### config.mk
export PLATFORM = sky130hd
export DESIGN_NAME = rspm_pin_mux
export DESIGN_NICKNAME = d
export VERILOG_FILES = /design/src/rspm_pkg.sv /design/src/rspm_pin_mux.sv
export SDC_FILE = /design/constraint.sdc
export NUM_CORES = 1
export LEC_CHECK = 0
export ABC_AREA = 1
export BUFFER_PORTS_ARGS = -buffer_cell sky130_fd_sc_hd__buf_2
export CAP_MARGIN = 40
export CORE_AREA = 2 2 147 149
export DETAILED_ROUTE_END_ITERATION = 7
export DIE_AREA = 0 0 149 151
export SYNTH_ARGS = -nofsm -noshare
export SYNTH_HDL_FRONTEND = slang
export SYNTH_SLANG_ARGS = --single-unit
### constraint.sdc
create_clock -name clk -period 1.7 [get_ports clk]
set_input_delay 0.085 -clock clk [delete_from_list [all_inputs] [get_ports clk]]
set_output_delay 0.085 -clock clk [all_outputs]
set_load 0.1 [all_outputs]
### src/rspm_pkg.sv
// Constants shared by the pin-function multiplexer and its register file
package rspm_pkg;

    // ------------------------------------------------------------------
    // Register map (byte addresses, one word each)
    // ------------------------------------------------------------------
    localparam int        APB_AW        = 8;
    localparam logic [7:0] ADDR_CTRL    = 8'h00;
    localparam logic [7:0] ADDR_FLAG_DIR = 8'h04;
    localparam logic [7:0] ADDR_FLAG_OUT = 8'h08;
    localparam logic [7:0] ADDR_FLAG_IN = 8'h0c;
    localparam logic [7:0] ADDR_INT_STAT = 8'h10;
    localparam logic [7:0] ADDR_INT_MASK = 8'h14;
    localparam logic [7:0] ADDR_STRAP   = 8'h18;
    localparam logic [7:0] ADDR_OUT_FLAGS = 8'h1c;

    // ------------------------------------------------------------------
    // Control register fields
    // ------------------------------------------------------------------
    localparam int CTRL_W          = 5;
    localparam int CTRL_ALT_EN     = 0;
    localparam int CTRL_CFG_EDGE   = 1;
    localparam int CTRL_ALT0_EDGE  = 2;
    localparam int CTRL_ALT1_EDGE  = 3;
    localparam int CTRL_ALT_FLAG   = 4;
    localparam logic [CTRL_W-1:0] CTRL_RST = 5'h00;

    // ------------------------------------------------------------------
    // Flags, straps and interrupt sources
    // ------------------------------------------------------------------
    localparam int NUM_PF      = 8;
    localparam int NUM_STRAP   = 4;
    localparam int NUM_OFLAG   = 3;
    localparam int STRAP_C     = 2;
    localparam int STRAP_D     = 3;
    localparam int PF_EDGE     = 4;
    localparam int PF_LEVEL0   = 5;
    localparam int PF_LEVEL1   = 6;
    localparam int PF_CFG      = 7;
    localparam int NUM_SRC     = 6;
    localparam int SRC_EDGE    = 0;
    localparam int SRC_LEVEL0  = 1;
    localparam int SRC_LEVEL1  = 2;
    localparam int SRC_CFG     = 3;
    localparam int SRC_ALT0    = 4;
    localparam int SRC_ALT1    = 5;
    localparam logic [NUM_PF-1:0]   PF_RST   = 8'h00;
    localparam logic [NUM_SRC-1:0]  SRC_RST  = 6'h00;
    localparam logic [NUM_OFLAG-1:0] OFLAG_RST = 3'h0;

    // ------------------------------------------------------------------
    // Second serial port pins
    // ------------------------------------------------------------------
    localparam int SP_PINS     = 5;
    localparam int SP_ALT_INT0 = 0;
    localparam int SP_ALT_INT1 = 1;
    localparam int SP_ALT_FI   = 2;
    localparam int SP_ALT_FO   = 3;

    // ------------------------------------------------------------------
    // External bus widths and host-mode pin positions
    // ------------------------------------------------------------------
    localparam int ADDR_W      = 14;
    localparam int DATA_W      = 24;
    localparam int BYTE_HI_W   = 8;
    localparam int HOST_AD_W   = 16;
    localparam int HOST_LO_W   = 13;
    localparam int HOST_HI_W   = 3;
    localparam int D_WR        = 7;
    localparam int D_RD        = 6;
    localparam int D_LATCH     = 5;
    localparam int D_SEL       = 4;
    localparam int D_ACK       = 3;
    localparam int D_CTL_LO    = 3;
    localparam int D_WIDE_LO   = 8;

endpackage : rspm_pkg
### src/rspm_pin_mux.sv
// Pin-function multiplexer with reset-time strapping and APB register file
//
// How it works
// Bus pin roles fixed at reset; serial port roles changeable by software anytime.
// Interrupt and flag functions both live on shared pins simultaneously.
// Four straps sampled only in reset; afterwards those pins are flags.
// Sampled strap values held unchanged until the next reset.
// Pin asserted externally or by own flag raises interrupt when enabled.
// Host strap low selects full memory mode, high host mode; fixed.
// Each shared pin carries only the strapped mode's signal; other idle. Host mode here leaves address pin 0 and data pins 23:8 on the memory side.
// Full memory mode drives a 14-bit address bus.
// 24-bit data bus; upper 8 lines carry byte address on byte access.
// Edge input edge-triggered, low inputs level, configurable input either.
// Control register repurposes serial port pins to two interrupts, flag in/out.
// Host acknowledge is open drain, behaviour chosen by fourth strap.
//
// Design decisions made here: the APB slave port and the placing of the registers.
`timescale 1ns/1ns
`default_nettype none

module rspm_pin_mux (
    input  wire logic                          clk,
    input  wire logic                          srst,
    // APB slave
    input  wire logic                          psel,
    input  wire logic                          penable,
    input  wire logic                          pwrite,
    input  wire logic [rspm_pkg::APB_AW-1:0]   paddr,
    input  wire logic [31:0]                   pwdata,
    output logic      [31:0]                   prdata,
    output logic                               pready,
    output logic                               pslverr,
    output logic                               irq,
    // Programmable flag pins, also mode straps and interrupt inputs
    input  wire logic [rspm_pkg::NUM_PF-1:0]   pf_pin_in,
    output logic      [rspm_pkg::NUM_PF-1:0]   pf_pin_out,
    output logic      [rspm_pkg::NUM_PF-1:0]   pf_pin_oe,
    output logic      [rspm_pkg::NUM_OFLAG-1:0] output_only_flags,
    // Interrupt requests towards the sequencer
    output logic      [rspm_pkg::NUM_SRC-1:0]  int_pending,
    output logic                               host_mode,
    output logic      [rspm_pkg::NUM_STRAP-1:0] strap_value,
    // Second serial port: pins and core side
    input  wire logic [rspm_pkg::SP_PINS-1:0]  sp1_pin_in,
    output logic      [rspm_pkg::SP_PINS-1:0]  sp1_pin_out,
    output logic      [rspm_pkg::SP_PINS-1:0]  sp1_pin_oe,
    input  wire logic [rspm_pkg::SP_PINS-1:0]  sp1_core_out,
    input  wire logic [rspm_pkg::SP_PINS-1:0]  sp1_core_oe,
    output logic      [rspm_pkg::SP_PINS-1:0]  sp1_core_in,
    output logic                               serial_alt_flag_in,
    // External address and data pins
    input  wire logic [rspm_pkg::ADDR_W-1:0]   addr_pin_in,
    output logic      [rspm_pkg::ADDR_W-1:0]   addr_pin_out,
    output logic      [rspm_pkg::ADDR_W-1:0]   addr_pin_oe,
    input  wire logic [rspm_pkg::DATA_W-1:0]   data_pin_in,
    output logic      [rspm_pkg::DATA_W-1:0]   data_pin_out,
    output logic      [rspm_pkg::DATA_W-1:0]   data_pin_oe,
    // Memory interface core side
    input  wire logic [rspm_pkg::ADDR_W-1:0]   mem_addr,
    input  wire logic [rspm_pkg::DATA_W-1:0]   mem_wdata,
    input  wire logic                          mem_data_oe,
    input  wire logic                          mem_byte_access,
    input  wire logic [rspm_pkg::BYTE_HI_W-1:0] mem_byte_addr_hi,
    output logic      [rspm_pkg::DATA_W-1:0]   mem_rdata,
    // Host port core side
    input  wire logic [rspm_pkg::HOST_AD_W-1:0] host_ad_out,
    input  wire logic                          host_ad_oe,
    output logic      [rspm_pkg::HOST_AD_W-1:0] host_ad_in,
    output logic                               host_wr_n,
    output logic                               host_rd_n,
    output logic                               host_latch,
    output logic                               host_sel_n,
    input  wire logic                          host_ack,
    input  wire logic                          host_ready
);
    import rspm_pkg::*;

    // ------------------------------------------------------------------
    // Pin synchronisers
    // ------------------------------------------------------------------
    localparam int SYNC_W = NUM_PF + SP_PINS + ADDR_W + DATA_W;

    logic [SYNC_W-1:0]   sync_meta;
    logic [SYNC_W-1:0]   sync_out;
    logic [NUM_PF-1:0]   pf_sync;
    logic [SP_PINS-1:0]  sp_sync;
    logic [ADDR_W-1:0]   addr_sync;
    logic [DATA_W-1:0]   data_sync;

    // Data path flops carry no reset so straps can be seen during reset
    always_ff @(posedge clk) begin
        sync_meta <= {pf_pin_in, sp1_pin_in, addr_pin_in, data_pin_in};
        sync_out  <= sync_meta;
    end

    assign {pf_sync, sp_sync, addr_sync, data_sync} = sync_out;

    // ------------------------------------------------------------------
    // Strap capture
    // ------------------------------------------------------------------
    logic [NUM_STRAP-1:0] strap;

    always_ff @(posedge clk) begin
        if (srst) begin
            strap <= pf_sync[NUM_STRAP-1:0];
        end
    end
    // Strap held outside reset, so later pin traffic cannot alter it // R4

    assign strap_value = strap;
    assign host_mode   = strap[STRAP_C];

    // ------------------------------------------------------------------
    // Registers
    // ------------------------------------------------------------------
    logic [CTRL_W-1:0]    ctrl;
    logic [NUM_PF-1:0]    flag_dir;
    logic [NUM_PF-1:0]    flag_out;
    logic [NUM_SRC-1:0]   int_status;
    logic [NUM_SRC-1:0]   int_mask;
    logic [NUM_OFLAG-1:0] oflags;
    logic                 wr_en;
    logic [NUM_SRC-1:0]   int_set;
    logic [NUM_SRC-1:0]   w1c;

    function automatic logic is_mapped(input logic [APB_AW-1:0] a);
        case (a)
            ADDR_CTRL, ADDR_FLAG_DIR, ADDR_FLAG_OUT, ADDR_FLAG_IN,
            ADDR_INT_STAT, ADDR_INT_MASK, ADDR_STRAP, ADDR_OUT_FLAGS: is_mapped = 1'b1;
            default: is_mapped = 1'b0;
        endcase
    endfunction : is_mapped

    assign wr_en   = psel && penable && pwrite;
    assign pready  = 1'b1;
    assign pslverr = psel && penable && !is_mapped(paddr);

    // Serial port roles may change at any time; no reset gating here // R1
    always_ff @(posedge clk) begin
        if (srst) begin
            ctrl <= CTRL_RST;
        end else if (wr_en && paddr == ADDR_CTRL) begin
            ctrl <= pwdata[CTRL_W-1:0];
        end
    end

    always_ff @(posedge clk) begin
        if (srst) begin
            flag_dir <= PF_RST;
        end else if (wr_en && paddr == ADDR_FLAG_DIR) begin
            flag_dir <= pwdata[NUM_PF-1:0];
        end
    end

    always_ff @(posedge clk) begin
        if (srst) begin
            flag_out <= PF_RST;
        end else if (wr_en && paddr == ADDR_FLAG_OUT) begin
            flag_out <= pwdata[NUM_PF-1:0];
        end
    end

    always_ff @(posedge clk) begin
        if (srst) begin
            int_mask <= SRC_RST;
        end else if (wr_en && paddr == ADDR_INT_MASK) begin
            int_mask <= pwdata[NUM_SRC-1:0];
        end
    end

    always_ff @(posedge clk) begin
        if (srst) begin
            oflags <= OFLAG_RST;
        end else if (wr_en && paddr == ADDR_OUT_FLAGS) begin
            oflags <= pwdata[NUM_OFLAG-1:0];
        end
    end

    assign output_only_flags = oflags;

    // ------------------------------------------------------------------
    // Interrupt detection
    // ------------------------------------------------------------------
    // Sources are active low; the pin level is read back through the pad,
    // so a flag driven low by this device interrupts just like a board one.
    logic [NUM_SRC-1:0] src_level;
    logic [NUM_SRC-1:0] src_prev;
    logic [NUM_SRC-1:0] src_fall;
    logic [NUM_SRC-1:0] src_edge_mode;
    logic               alt_en;

    assign alt_en = ctrl[CTRL_ALT_EN];

    always_comb begin
        src_level              = '0;
        src_level[SRC_EDGE]    = !pf_sync[PF_EDGE];
        src_level[SRC_LEVEL0]  = !pf_sync[PF_LEVEL0];
        src_level[SRC_LEVEL1]  = !pf_sync[PF_LEVEL1];
        src_level[SRC_CFG]     = !pf_sync[PF_CFG];
        src_level[SRC_ALT0]    = alt_en && !sp_sync[SP_ALT_INT0];
        src_level[SRC_ALT1]    = alt_en && !sp_sync[SP_ALT_INT1];
    end

    always_comb begin
        src_edge_mode             = '0;
        src_edge_mode[SRC_EDGE]   = 1'b1;
        src_edge_mode[SRC_LEVEL0] = 1'b0;
        src_edge_mode[SRC_LEVEL1] = 1'b0;
        src_edge_mode[SRC_CFG]    = ctrl[CTRL_CFG_EDGE];
        src_edge_mode[SRC_ALT0]   = ctrl[CTRL_ALT0_EDGE];
        src_edge_mode[SRC_ALT1]   = ctrl[CTRL_ALT1_EDGE];
    end

    always_ff @(posedge clk) begin
        if (srst) begin
            src_prev <= SRC_RST;
        end else begin
            src_prev <= src_level;
        end
    end

    assign src_fall = src_level & ~src_prev;
    assign int_set  = (src_edge_mode & src_fall) | (~src_edge_mode & src_level);
    assign w1c      = (wr_en && paddr == ADDR_INT_STAT) ? pwdata[NUM_SRC-1:0] : SRC_RST;

    // A new event in the clearing cycle survives: set wins over clear
    always_ff @(posedge clk) begin
        if (srst) begin
            int_status <= SRC_RST;
        end else begin
            int_status <= (int_status & ~w1c) | int_set;
        end
    end

    assign int_pending = int_status & int_mask;
    assign irq         = |int_pending;

    // ------------------------------------------------------------------
    // Register read
    // ------------------------------------------------------------------
    always_comb begin
        prdata = '0;
        if (psel) begin
            case (paddr)
                ADDR_CTRL:      prdata[CTRL_W-1:0]    = ctrl;
                ADDR_FLAG_DIR:  prdata[NUM_PF-1:0]    = flag_dir;
                ADDR_FLAG_OUT:  prdata[NUM_PF-1:0]    = flag_out;
                ADDR_FLAG_IN:   prdata[NUM_PF:0]      = {serial_alt_flag_in, pf_sync};
                ADDR_INT_STAT:  prdata[NUM_SRC-1:0]   = int_status;
                ADDR_INT_MASK:  prdata[NUM_SRC-1:0]   = int_mask;
                ADDR_STRAP:     prdata[NUM_STRAP-1:0] = strap;
                ADDR_OUT_FLAGS: prdata[NUM_OFLAG-1:0] = oflags;
                default:        prdata = '0;
            endcase
        end
    end

    // ------------------------------------------------------------------
    // Flag pins
    // ------------------------------------------------------------------
    // Straps need the pins undriven, so drivers stay off throughout reset
    assign pf_pin_out = flag_out;
    assign pf_pin_oe  = flag_dir & ~{NUM_PF{srst}};

    // ------------------------------------------------------------------
    // Second serial port pins
    // ------------------------------------------------------------------
    always_comb begin
        sp1_pin_out = sp1_core_out;
        sp1_pin_oe  = sp1_core_oe;
        sp1_core_in = sp_sync;
        if (alt_en) begin
            sp1_pin_oe[SP_ALT_INT0]  = 1'b0;
            sp1_pin_oe[SP_ALT_INT1]  = 1'b0;
            sp1_pin_oe[SP_ALT_FI]    = 1'b0;
            sp1_pin_out[SP_ALT_FO]   = ctrl[CTRL_ALT_FLAG];
            sp1_pin_oe[SP_ALT_FO]    = 1'b1;
            sp1_core_in[SP_ALT_FO:0] = '1;
        end
    end

    assign serial_alt_flag_in = alt_en && sp_sync[SP_ALT_FI];

    // ------------------------------------------------------------------
    // External bus pins
    // ------------------------------------------------------------------
    logic ack_pull;

    // Mode D strap: low acks on transfer done, high on ready to accept
    assign ack_pull = strap[STRAP_D] ? host_ready : host_ack;

    always_comb begin
        addr_pin_out = mem_addr;
        addr_pin_oe  = '1;
        data_pin_out = mem_wdata;
        data_pin_oe  = {DATA_W{mem_data_oe}};
        mem_rdata    = data_sync;
        host_ad_in   = '0;
        host_wr_n    = 1'b1;
        host_rd_n    = 1'b1;
        host_latch   = 1'b0;
        host_sel_n   = 1'b1;
        if (srst) begin
            addr_pin_oe = '0;
            data_pin_oe = '0;
        end else if (host_mode) begin
            addr_pin_out[ADDR_W-1:1] = host_ad_out[HOST_LO_W-1:0];
            addr_pin_oe[ADDR_W-1:1]  = {HOST_LO_W{host_ad_oe}};
            data_pin_out[HOST_HI_W-1:0] = host_ad_out[HOST_AD_W-1:HOST_LO_W];
            data_pin_oe[HOST_HI_W-1:0]  = {HOST_HI_W{host_ad_oe}};
            data_pin_oe[D_WR:D_CTL_LO]  = '0;
            data_pin_out[D_ACK] = 1'b0;
            data_pin_oe[D_ACK]  = ack_pull;
            mem_rdata[D_WIDE_LO-1:0] = '0;
            host_ad_in = {data_sync[HOST_HI_W-1:0], addr_sync[ADDR_W-1:1]};
            host_wr_n  = data_sync[D_WR];
            host_rd_n  = data_sync[D_RD];
            host_latch = data_sync[D_LATCH];
            host_sel_n = data_sync[D_SEL];
        end else if (mem_byte_access) begin
            data_pin_out[DATA_W-1:DATA_W-BYTE_HI_W] = mem_byte_addr_hi;
            data_pin_oe[DATA_W-1:DATA_W-BYTE_HI_W]  = '1;
        end
    end

endmodule : rspm_pin_mux

`default_nettype wire

# Word-level counts from Yosys, hierarchy flattened
# Memory sizes are Yosys's and may differ from the RTL's.
# Index checks and enable logic that the tools add are counted.
# classes
n_eq_ne	7
mux	41
n_bitwise	12
n_reduce_logical	22
# ops
cell	count
2-to-1 mux 8 bit	11
2-to-1 mux 13 bit	4
equality test 8 x 5 -> 1 bit (second input constant)	4
2-to-1 mux 16 bit	2
AND 6 bit	5
case mux 3 bit (8 select lines)	1
inverter 6 bit	3
equality test 8 x 4 -> 1 bit (second input constant)	2
2-to-1 mux 4 bit	4
2-to-1 mux 1 bit	13
logical AND 1 bit	12
bitwise OR 6 bit	2
2-to-1 mux 9 bit	1
AND 8 bit	1
equality test 8 x 3 -> 1 bit (second input constant)	1
logical NOT 8 bit	1
inverter 8 bit	1
logical NOT 1 bit	7
case mux 1 bit (7 select lines)	1
2-to-1 mux 6 bit	1
case mux 1 bit (6 select lines)	1
case mux 2 bit (3 select lines)	1
OR reduction 6 bit	1
case mux 1 bit (5 select lines)	1
logical NOT 3 bit	1
# word_totals
regBits	148
rom_bits	32
output_inout_bits	201
elab_cells	93
mem_count	1
# mem_list
name	depth	width	read_ports	rd_clocked_by_memory_dff	wr	line	rtl
(name not given)	32	1	1	0	0	rspm_pin_mux.sv:127	case (a)

# Logic depth before layout (Yosys ltp)
# Gate-level depths: netlist of run 1.
# logic_depth
ltp_word	7
depth_mapped	9

# Worst setup path after synthesis of run 1
# Ideal clock, no wire load.
# synth_timing
path_kind	input port to output port
startpoint	input port srst
endpoint	output port data_pin_oe[17] (netlist bit)
t_arrival_ns	3.532
required_ns	1.615
path_slack_ns	-1.917
stages	4
path_buffers	3
cell_sequence	buf_2 > buf_1 > o21ai_0 > buf_4
# synth_between
elab_chain_cells	1
# synth_lines
element	line	rtl
from (decl)	rspm_pin_mux.sv:23	input wire logic srst,
2-to-1 mux 8 bit	rspm_pin_mux.sv:303	if (srst) begin
to (decl)	rspm_pin_mux.sv:57	output logic [rspm_pkg::DATA_W-1:0] data_pin_oe,
# No other way between the ends.

# Worst setup path after layout of run 1
# layout_timing
startpoint	register strap[2], in the netlist strap_value[2]
endpoint	output port addr_pin_out[5] (netlist bit)
# layout_between
elab_chain_cells	2
# layout_lines
element	line	rtl
from (decl)	rspm_pin_mux.sv:101	logic [NUM_STRAP-1:0] strap;
from (signal assigned)	rspm_pin_mux.sv:105	strap <= pf_sync[NUM_STRAP-1:0];
2-to-1 mux 13 bit	rspm_pin_mux.sv:306	end else if (host_mode) begin
2-to-1 mux 13 bit	rspm_pin_mux.sv:303	
to (decl)	rspm_pin_mux.sv:53	output logic [rspm_pkg::ADDR_W-1:0] addr_pin_out,
# No other way between the ends.

==> metrics.csv, run 1 <==
metric;value;unit
synthAdderAreaFrac;0;%
clkPwrFrac;37.3;%
grt_max_degree;22;
synth.top_cell.area_share;49.30;%
htreeDepth;4;
numCtsBuffers;17;
grt.total_usage;16.52;%
wl;19250;um
ys_ff_latch;144;
hold_class;in -> reg;
synth_most_common_cell;dfxtp_1;
yosysWarnings;0;
tritoncts;built;
coreArea;20820;sq um
clkSlewWorstSetupHoldPaths;60;ps
avgRoutedWirePerCell;15.18;um
crit_type;reg -> out;
yosys-top-cells-count;140 x dfxtp_1, 123 x nand2_1, 94 x buf_4, 67 x nor2_1, 62 x inv_1;
nNetsFinal;1153;
rsz0062_at_grt;yes;
end_kind;output pin;
power_frac_comb;29.0;%
reg2reg_to;int_status[4]$_SDFF_PP0_;
crit_buf_inv;5;
synth_cell_types;31;
gp_congestion;0.8372;
hpwlAfterDp;13850;um
avgSynthCellArea;8.423;sq um
route.detailed.drc;0;
grt_pass1_wl;28540;um
die_h;151;um
vias_per_cell;4.181;
synthCells;675;
cts-root-buf;clkbuf_16;
min_from;pwdata[1];
crit_fanout;6;
violations;negative setup slack;
peakVddDrop;0.0009303;V
cts.sinks;144;
reg2reg_slack;540;ps
p_sw;0.003683;W
fin_ws;-110.6;ps
dp.cells;1165;
area_delta_synth_final;91.50;%
diodes;0;
grt_pass1_vias;5367;
cp-endpoint;addr_pin_out[5];
vias;5301;
sequentialPowerShare;33.6;%
crit_family;buffers and inverters;
synth_seq_area_share;51.41;%
fp.dieArea;22500;sq um
antenna_found_initial;1;
crit_required;1620;ps
drt_iter0_drc;184;
synth_top_cell_by_area;dfxtp_1;
grt_overflow_total;0;
synthSimpleGateAreaFrac;20.22;%
clockBufferDepth;2;
finalCritPeriodShare;106.5;%
muxShareOfSynthArea;1.585;%
ys_async_sr_fraction;0;%
tightest_slew;676.6;ps
drt-pass1-iter-count;4;
insertion_delay;410;ps
slew_headroom;54.85;%
stdcell_count;1268;
startpoint;strap_value[2]$_DFFE_PP_;
cp.depth;8;
r2r-start;ctrl[0]$_SDFFE_PP0P_;
power_density;977.9;nW/um^2
hold_viol_final;0;
synth_xor_xnor_area_share;0;%
r2r_cells;5;
synth-main-ff-cell;dfxtp_1;
finalClockSkew;6.965;ps
die-width;149;um
report.final.slew_viol_count;0;
rows;53;
synth_edf_count;4;
ant_nets;0;
run_status;finished, violations left;
io_buffers;288;
synth-compound-area-share;7.768;%
fill_cells;1832;
path_cells;inv_4 -> nor2_4 -> inv_4 -> buf_12 -> buf_6 -> nand2_2 -> nand2_8 -> buf_12;
cpPeakStageDelay;420;ps
synth.area.top_cells;dfxtp_1 49%, buf_4 12%, nand2_1 8.1%;
power.internal;0.006964;W
swShare;34.59;%
critPathLaunchType;flop;
finalCriticalPeriod;1811;ps
io_pins;374;
drive_gt1_share;51.86;%
arrival;1730;ps
timing.fmax;0.5523;GHz
cp_slowest_cell;edfxtp_1;
leakage;5.022;nW
synth_top_family_by_area;simple AND/OR/NAND/NOR gates;
netlist_area;5685;sq um
initial_core_util;27.30;%
final_util;52.29;%
setup_viol;45;
cap_violations;0;
==> flip-flops by register name (all words and copies together) (netlist names) <==
register           count
ctrl                   5
flag_dir               8
int_mask               6
int_status             6
output_only_flags      3
pf_pin_out             8
src_prev               4
strap_value            4
sync_meta             50
sync_out              50
==> power groups by stage <==
stage	clock, W	combinational (W)	sequential [W]
global placement	0	0.00278	0.00365
global route	0.00424	0.00319	0.00359
finish	0.00398	0.00309	0.00358
floorplan	0	0.00232	0.00368
CTS	0.00410	0.00298	0.00358
detailed placement	0	0.00279	0.00366
==> metrics by stage <==
step           power (W)  setup TNS (ps)  setup WS (ps)  hold slack (ps)  area, sq um
2_1_floorplan   0.005996          -37970         -937.6            112.7         6770
3_3_place_gp    0.006430               0          200.8            170.7         9061
3_5_place_dp    0.006450               0          197.5            170.7         9061
4_1_cts          0.01066           -4709         -134.8            3.798        10530
5_1_grt          0.01103           -9104         -208.8            19.30        10890
6_report         0.01065           -2771         -110.6            14.87        10890
==> final cells by class <==
type	instances	area [sq um]	area share [%]
inverter	67	260.3	2.390
sequential	144	2935	26.96
multi-input combinational	372	2745	25.21
tap	275	344.1	3.160
timing repair inverter	1	7.507	0.06895
clock inverter	13	171.4	1.574
timing repair buffer	377	3960	36.37
clock buffer	19	464.2	4.263
==> worst register-to-register path: stages (launching register included) <==
cell and delay (ps):
dfxtp_2 450, buf_4 190, inv_1 80, nor3_1 210
nand2_1 80, o21ai_1 80
==> metal layers <==
layer  part of all wire [%]  global-route usage [%]  up-vias
li1                       -                       -     2611
met1                     35                   17.40     2447
met2                     55                   31.08      223
met3                    8.5                   5.753       18
met4                    1.2                   4.667        2
met5                  0.068                       0        -
==> cells by family after synthesis <==
group                  count (synthesis)
AOI/OAI and AO/OA                     82
other                                  2
muxes                                  8
DFF                                  144
buffers and inverters                181
and+or+nand+nor                      258
==> timing repair <==
action / in CTS / in global routing
pin swaps: 6 / 7
endpoints found under the setup margin: 60 / 83
hold endpoints to repair: 60 / 0
hold buffers: 55 / 0
gates resized for setup: 51 / 58
cloned: 3 / 2
setup buffers: 6 / 6
==> worst min path at each step <==
| stage | to | slack [ps] | cells after the start |
|---|---|---|---|
| 4_1_cts | ctrl[2]$_SDFFE_PP0P_ | 4 | 3 |
| 2_1_floorplan | sync_meta[0]$_DFF_P_ | 110 | 0 |
| 6_report | pf_pin_out[1]$_SDFFE_PP0P_ | 10 | 3 |
| 3_3_place_gp | data_pin_out[6] | 170 | 0 |
| 3_5_place_dp | data_pin_out[6] | 170 | 0 |
| 5_1_grt | ctrl[2]$_SDFFE_PP0P_ | 20 | 3 |
==> cells in the final DEF (no fill, tap or decap), types with 10 or more instances in the layout <==
cell type / netlist / layout
dfxtp_1: 140 / 130
nor2_4: 3 / 33
dlygate4sd3_1: 0 / 55
conb_1: 2 / 24
nand2_8: 0 / 24
o21ai_1: 12 / 12
buf_2: 8 / 184
nand3_1: 42 / 41
inv_1: 62 / 59
nand2_1: 123 / 73
buf_4: 94 / 17
clkbuf_16: 0 / 20
a21oi_1: 34 / 27
nand2_4: 2 / 16
nor2_2: 2 / 14
dfxtp_2: 0 / 10
buf_12: 1 / 104
nor2_1: 67 / 25
o21ai_0: 27 / 23
nand2_2: 4 / 16
Power figures use the tool's default switching activity.
==> run 2: changes to the inputs <==
- SKIP_CTS_REPAIR_TIMING: default -> 1
==> run 2 against run 1 <==
  * The flow finishes with violations (negative hold slack, negative setup slack)
  * Critical endpoint is now host_sel_n
  * Global-route usage shrank 1.1 points
  * Utilization shrank 0.93 points
  * Via count grew 0.28%
  * First-iteration DRC count grew 11%
  * Clock skew is essentially flat
  * Maximum frequency shrank 1.5%
  * Sequential cell count is the same
  * Setup slack lost 27 ps
==> metrics.csv, run 2 (synthesized netlist as in run 1, its figures left out) <==
metric;value;unit
grt_pass1_vias;4957;
rsz0062_at_grt;yes;
critPathLaunchType;flop;
coreArea;20820;sq um
reg2reg_slack;540;ps
vias;5316;
path_cells;clkinv_4 -> nor2_4 -> buf_4 -> clkbuf_16 -> buf_12 -> nand2_8 -> buf_12;
power.internal;0.006927;W
min_from;pwdata[5];
timing.fmax;0.5442;GHz
die_h;151;um
crit_fanout;7;
r2r_cells;5;
finalClockSkew;7.273;ps
gp_congestion;0.8372;
leakage;4.944;nW
startpoint;strap_value[2]$_DFFE_PP_;
area_delta_synth_final;88.12;%
whs_path_depth;3;
power_density;989.2;nW/um^2
tightest_slew;685.2;ps
clkSlewWorstSetupHoldPaths;60;ps
fin_ws;-137.6;ps
end_kind;output pin;
grt_pass1_wl;26470;um
setup_viol;66;
drt-pass1-iter-count;5;
final_util;51.36;%
die-width;149;um
clockBufferDepth;2;
crit_required;1620;ps
violations;negative hold slack, negative setup slack;
cts.sinks;144;
report.final.slew_viol_count;0;
r2r-start;ctrl[0]$_SDFFE_PP0P_;
min_to;int_mask[5]$_SDFFE_PP0P_;
cp_slowest_cell;edfxtp_1;
fp.dieArea;22500;sq um
finalCritPeriodShare;108.1;%
crit_type;reg -> out;
wl;18760;um
hpwlAfterDp;13850;um
arrival;1750;ps
grt.total_usage;15.39;%
reg2reg_to;int_status[4]$_SDFF_PP0_;
hold_viol_final;3;
mostFrequentLayoutCells;184 x buf_2, 130 x dfxtp_1, 101 x buf_12, 82 x nand2_1, 59 x inv_1;
hold_slack;-21.13;ps
power_frac_comb;28.5;%
io_pins;374;
numCtsBuffers;17;
grt_max_degree;29;
antenna_found_initial;1;
ant_nets;0;
p_sw;0.003653;W
slew_headroom;54.27;%
avgRoutedWirePerCell;14.79;um
grt_overflow_total;0;
drive_gt1_share;51.31;%
tritoncts;built;
rows;53;
cap_violations;0;
fill_cells;1868;
crit_top_cell;buf_12;
hold_class;in -> reg;
pre_cts_slack;197.5;ps
route.detailed.drc;0;
vias_per_cell;4.189;
initial_core_util;27.30;%
run_status;finished, violations left;
cts-root-buf;clkbuf_16;
nNetsFinal;1154;
final_common_cell;buf_2;
swShare;34.53;%
insertion_delay;420;ps
top_regs;sync_meta x50, sync_out x50;
diodes;0;
cpPeakStageDelay;400;ps
finalCriticalPeriod;1838;ps
clkPwrFrac;37.6;%
peakVddDrop;0.0009240;V
drt_iter0_drc;204;
htreeDepth;4;
sequentialPowerShare;33.9;%
io_buffers;288;
run 2: changes by cell type in the layout (fill, tap and decap cells not counted):
cell / before / now
clkinv_4: 3 / 4
nand2_4: 16 / 12
buf_12: 104 / 101
nand2_1: 73 / 82
inv_4: 2 / 1
buf_8: 3 / 0
dlygate4sd3_1: 55 / 52
nand3_4: 2 / 3
buf_16: 3 / 0
nand2_8: 24 / 19
buf_6: 9 / 16
buf_4: 17 / 22
run 2: area by class of cell:
type	count	area, sq um	area share (%)
Clock buffer	19	464.2	4.340
Clock inverter	13	171.4	1.603
Inverter	67	262.8	2.457
Multi-Input combinational cell	373	2651	24.79
Sequential cell	144	2935	27.44
Tap cell	275	344.1	3.217
Timing Repair Buffer	377	3859	36.08
Timing Repair inverter	1	7.507	0.07019
run 2: power groups by stage:
stage / logic (W) / registers [W] / clock network, W
4_1_cts: 0.00280 / 0.00358 / 0.00410
2_1_floorplan: 0.00232 / 0.00368 / 0
3_5_place_dp: 0.00279 / 0.00366 / 0
6_report: 0.00302 / 0.00358 / 0.00398
3_3_place_gp: 0.00278 / 0.00365 / 0
5_1_grt: 0.00312 / 0.00359 / 0.00424
run 2: metrics by stage:
stage | cells | TNS [ps] | total power, W | cell area (sq um) | hold slack (ps)
detailed placement | 1165 | 0 | 0.006450 | 9061 | 170.7
CTS | 1197 | -9142 | 0.01048 | 9697 | -258.3
global placement | 1165 | 0 | 0.006430 | 9061 | 170.7
floorplan | 697 | -37970 | 0.005996 | 6770 | 112.7
finish | 1269 | -4859 | 0.01058 | 10700 | -21.13
global route | 1269 | -11810 | 0.01095 | 10700 | 3.342
run 2: worst max-delay path: cells and delay by family (launching register included):
kind | cells | cell delay, ps
buffers and inverters | 5 | 720
and+or+nand+nor | 2 | 210
DFF | 1 | 400
run 2: worst max path at each step:
stage	end	slack [ps]	cells after the start
floorplan	addr_pin_oe[3]	-940	4
global placement	data_pin_oe[22]	200	6
detailed placement	data_pin_oe[22]	200	6
CTS	data_pin_out[1]	-230	6
global route	host_sel_n	-240	7
finish	host_sel_n	-140	7
run 2: layer usage:
metal  part of all wire (%)  routed length, um  global-route usage (%)  up-vias
li1                       -                  -                       -     2617
met1                     36               6713                   16.33     2447
met2                     54              10160                   28.34      231
met3                    8.8               1648                   5.783       19
met4                    1.2                223                   4.667        2
met5                  0.069                 13                       0        -
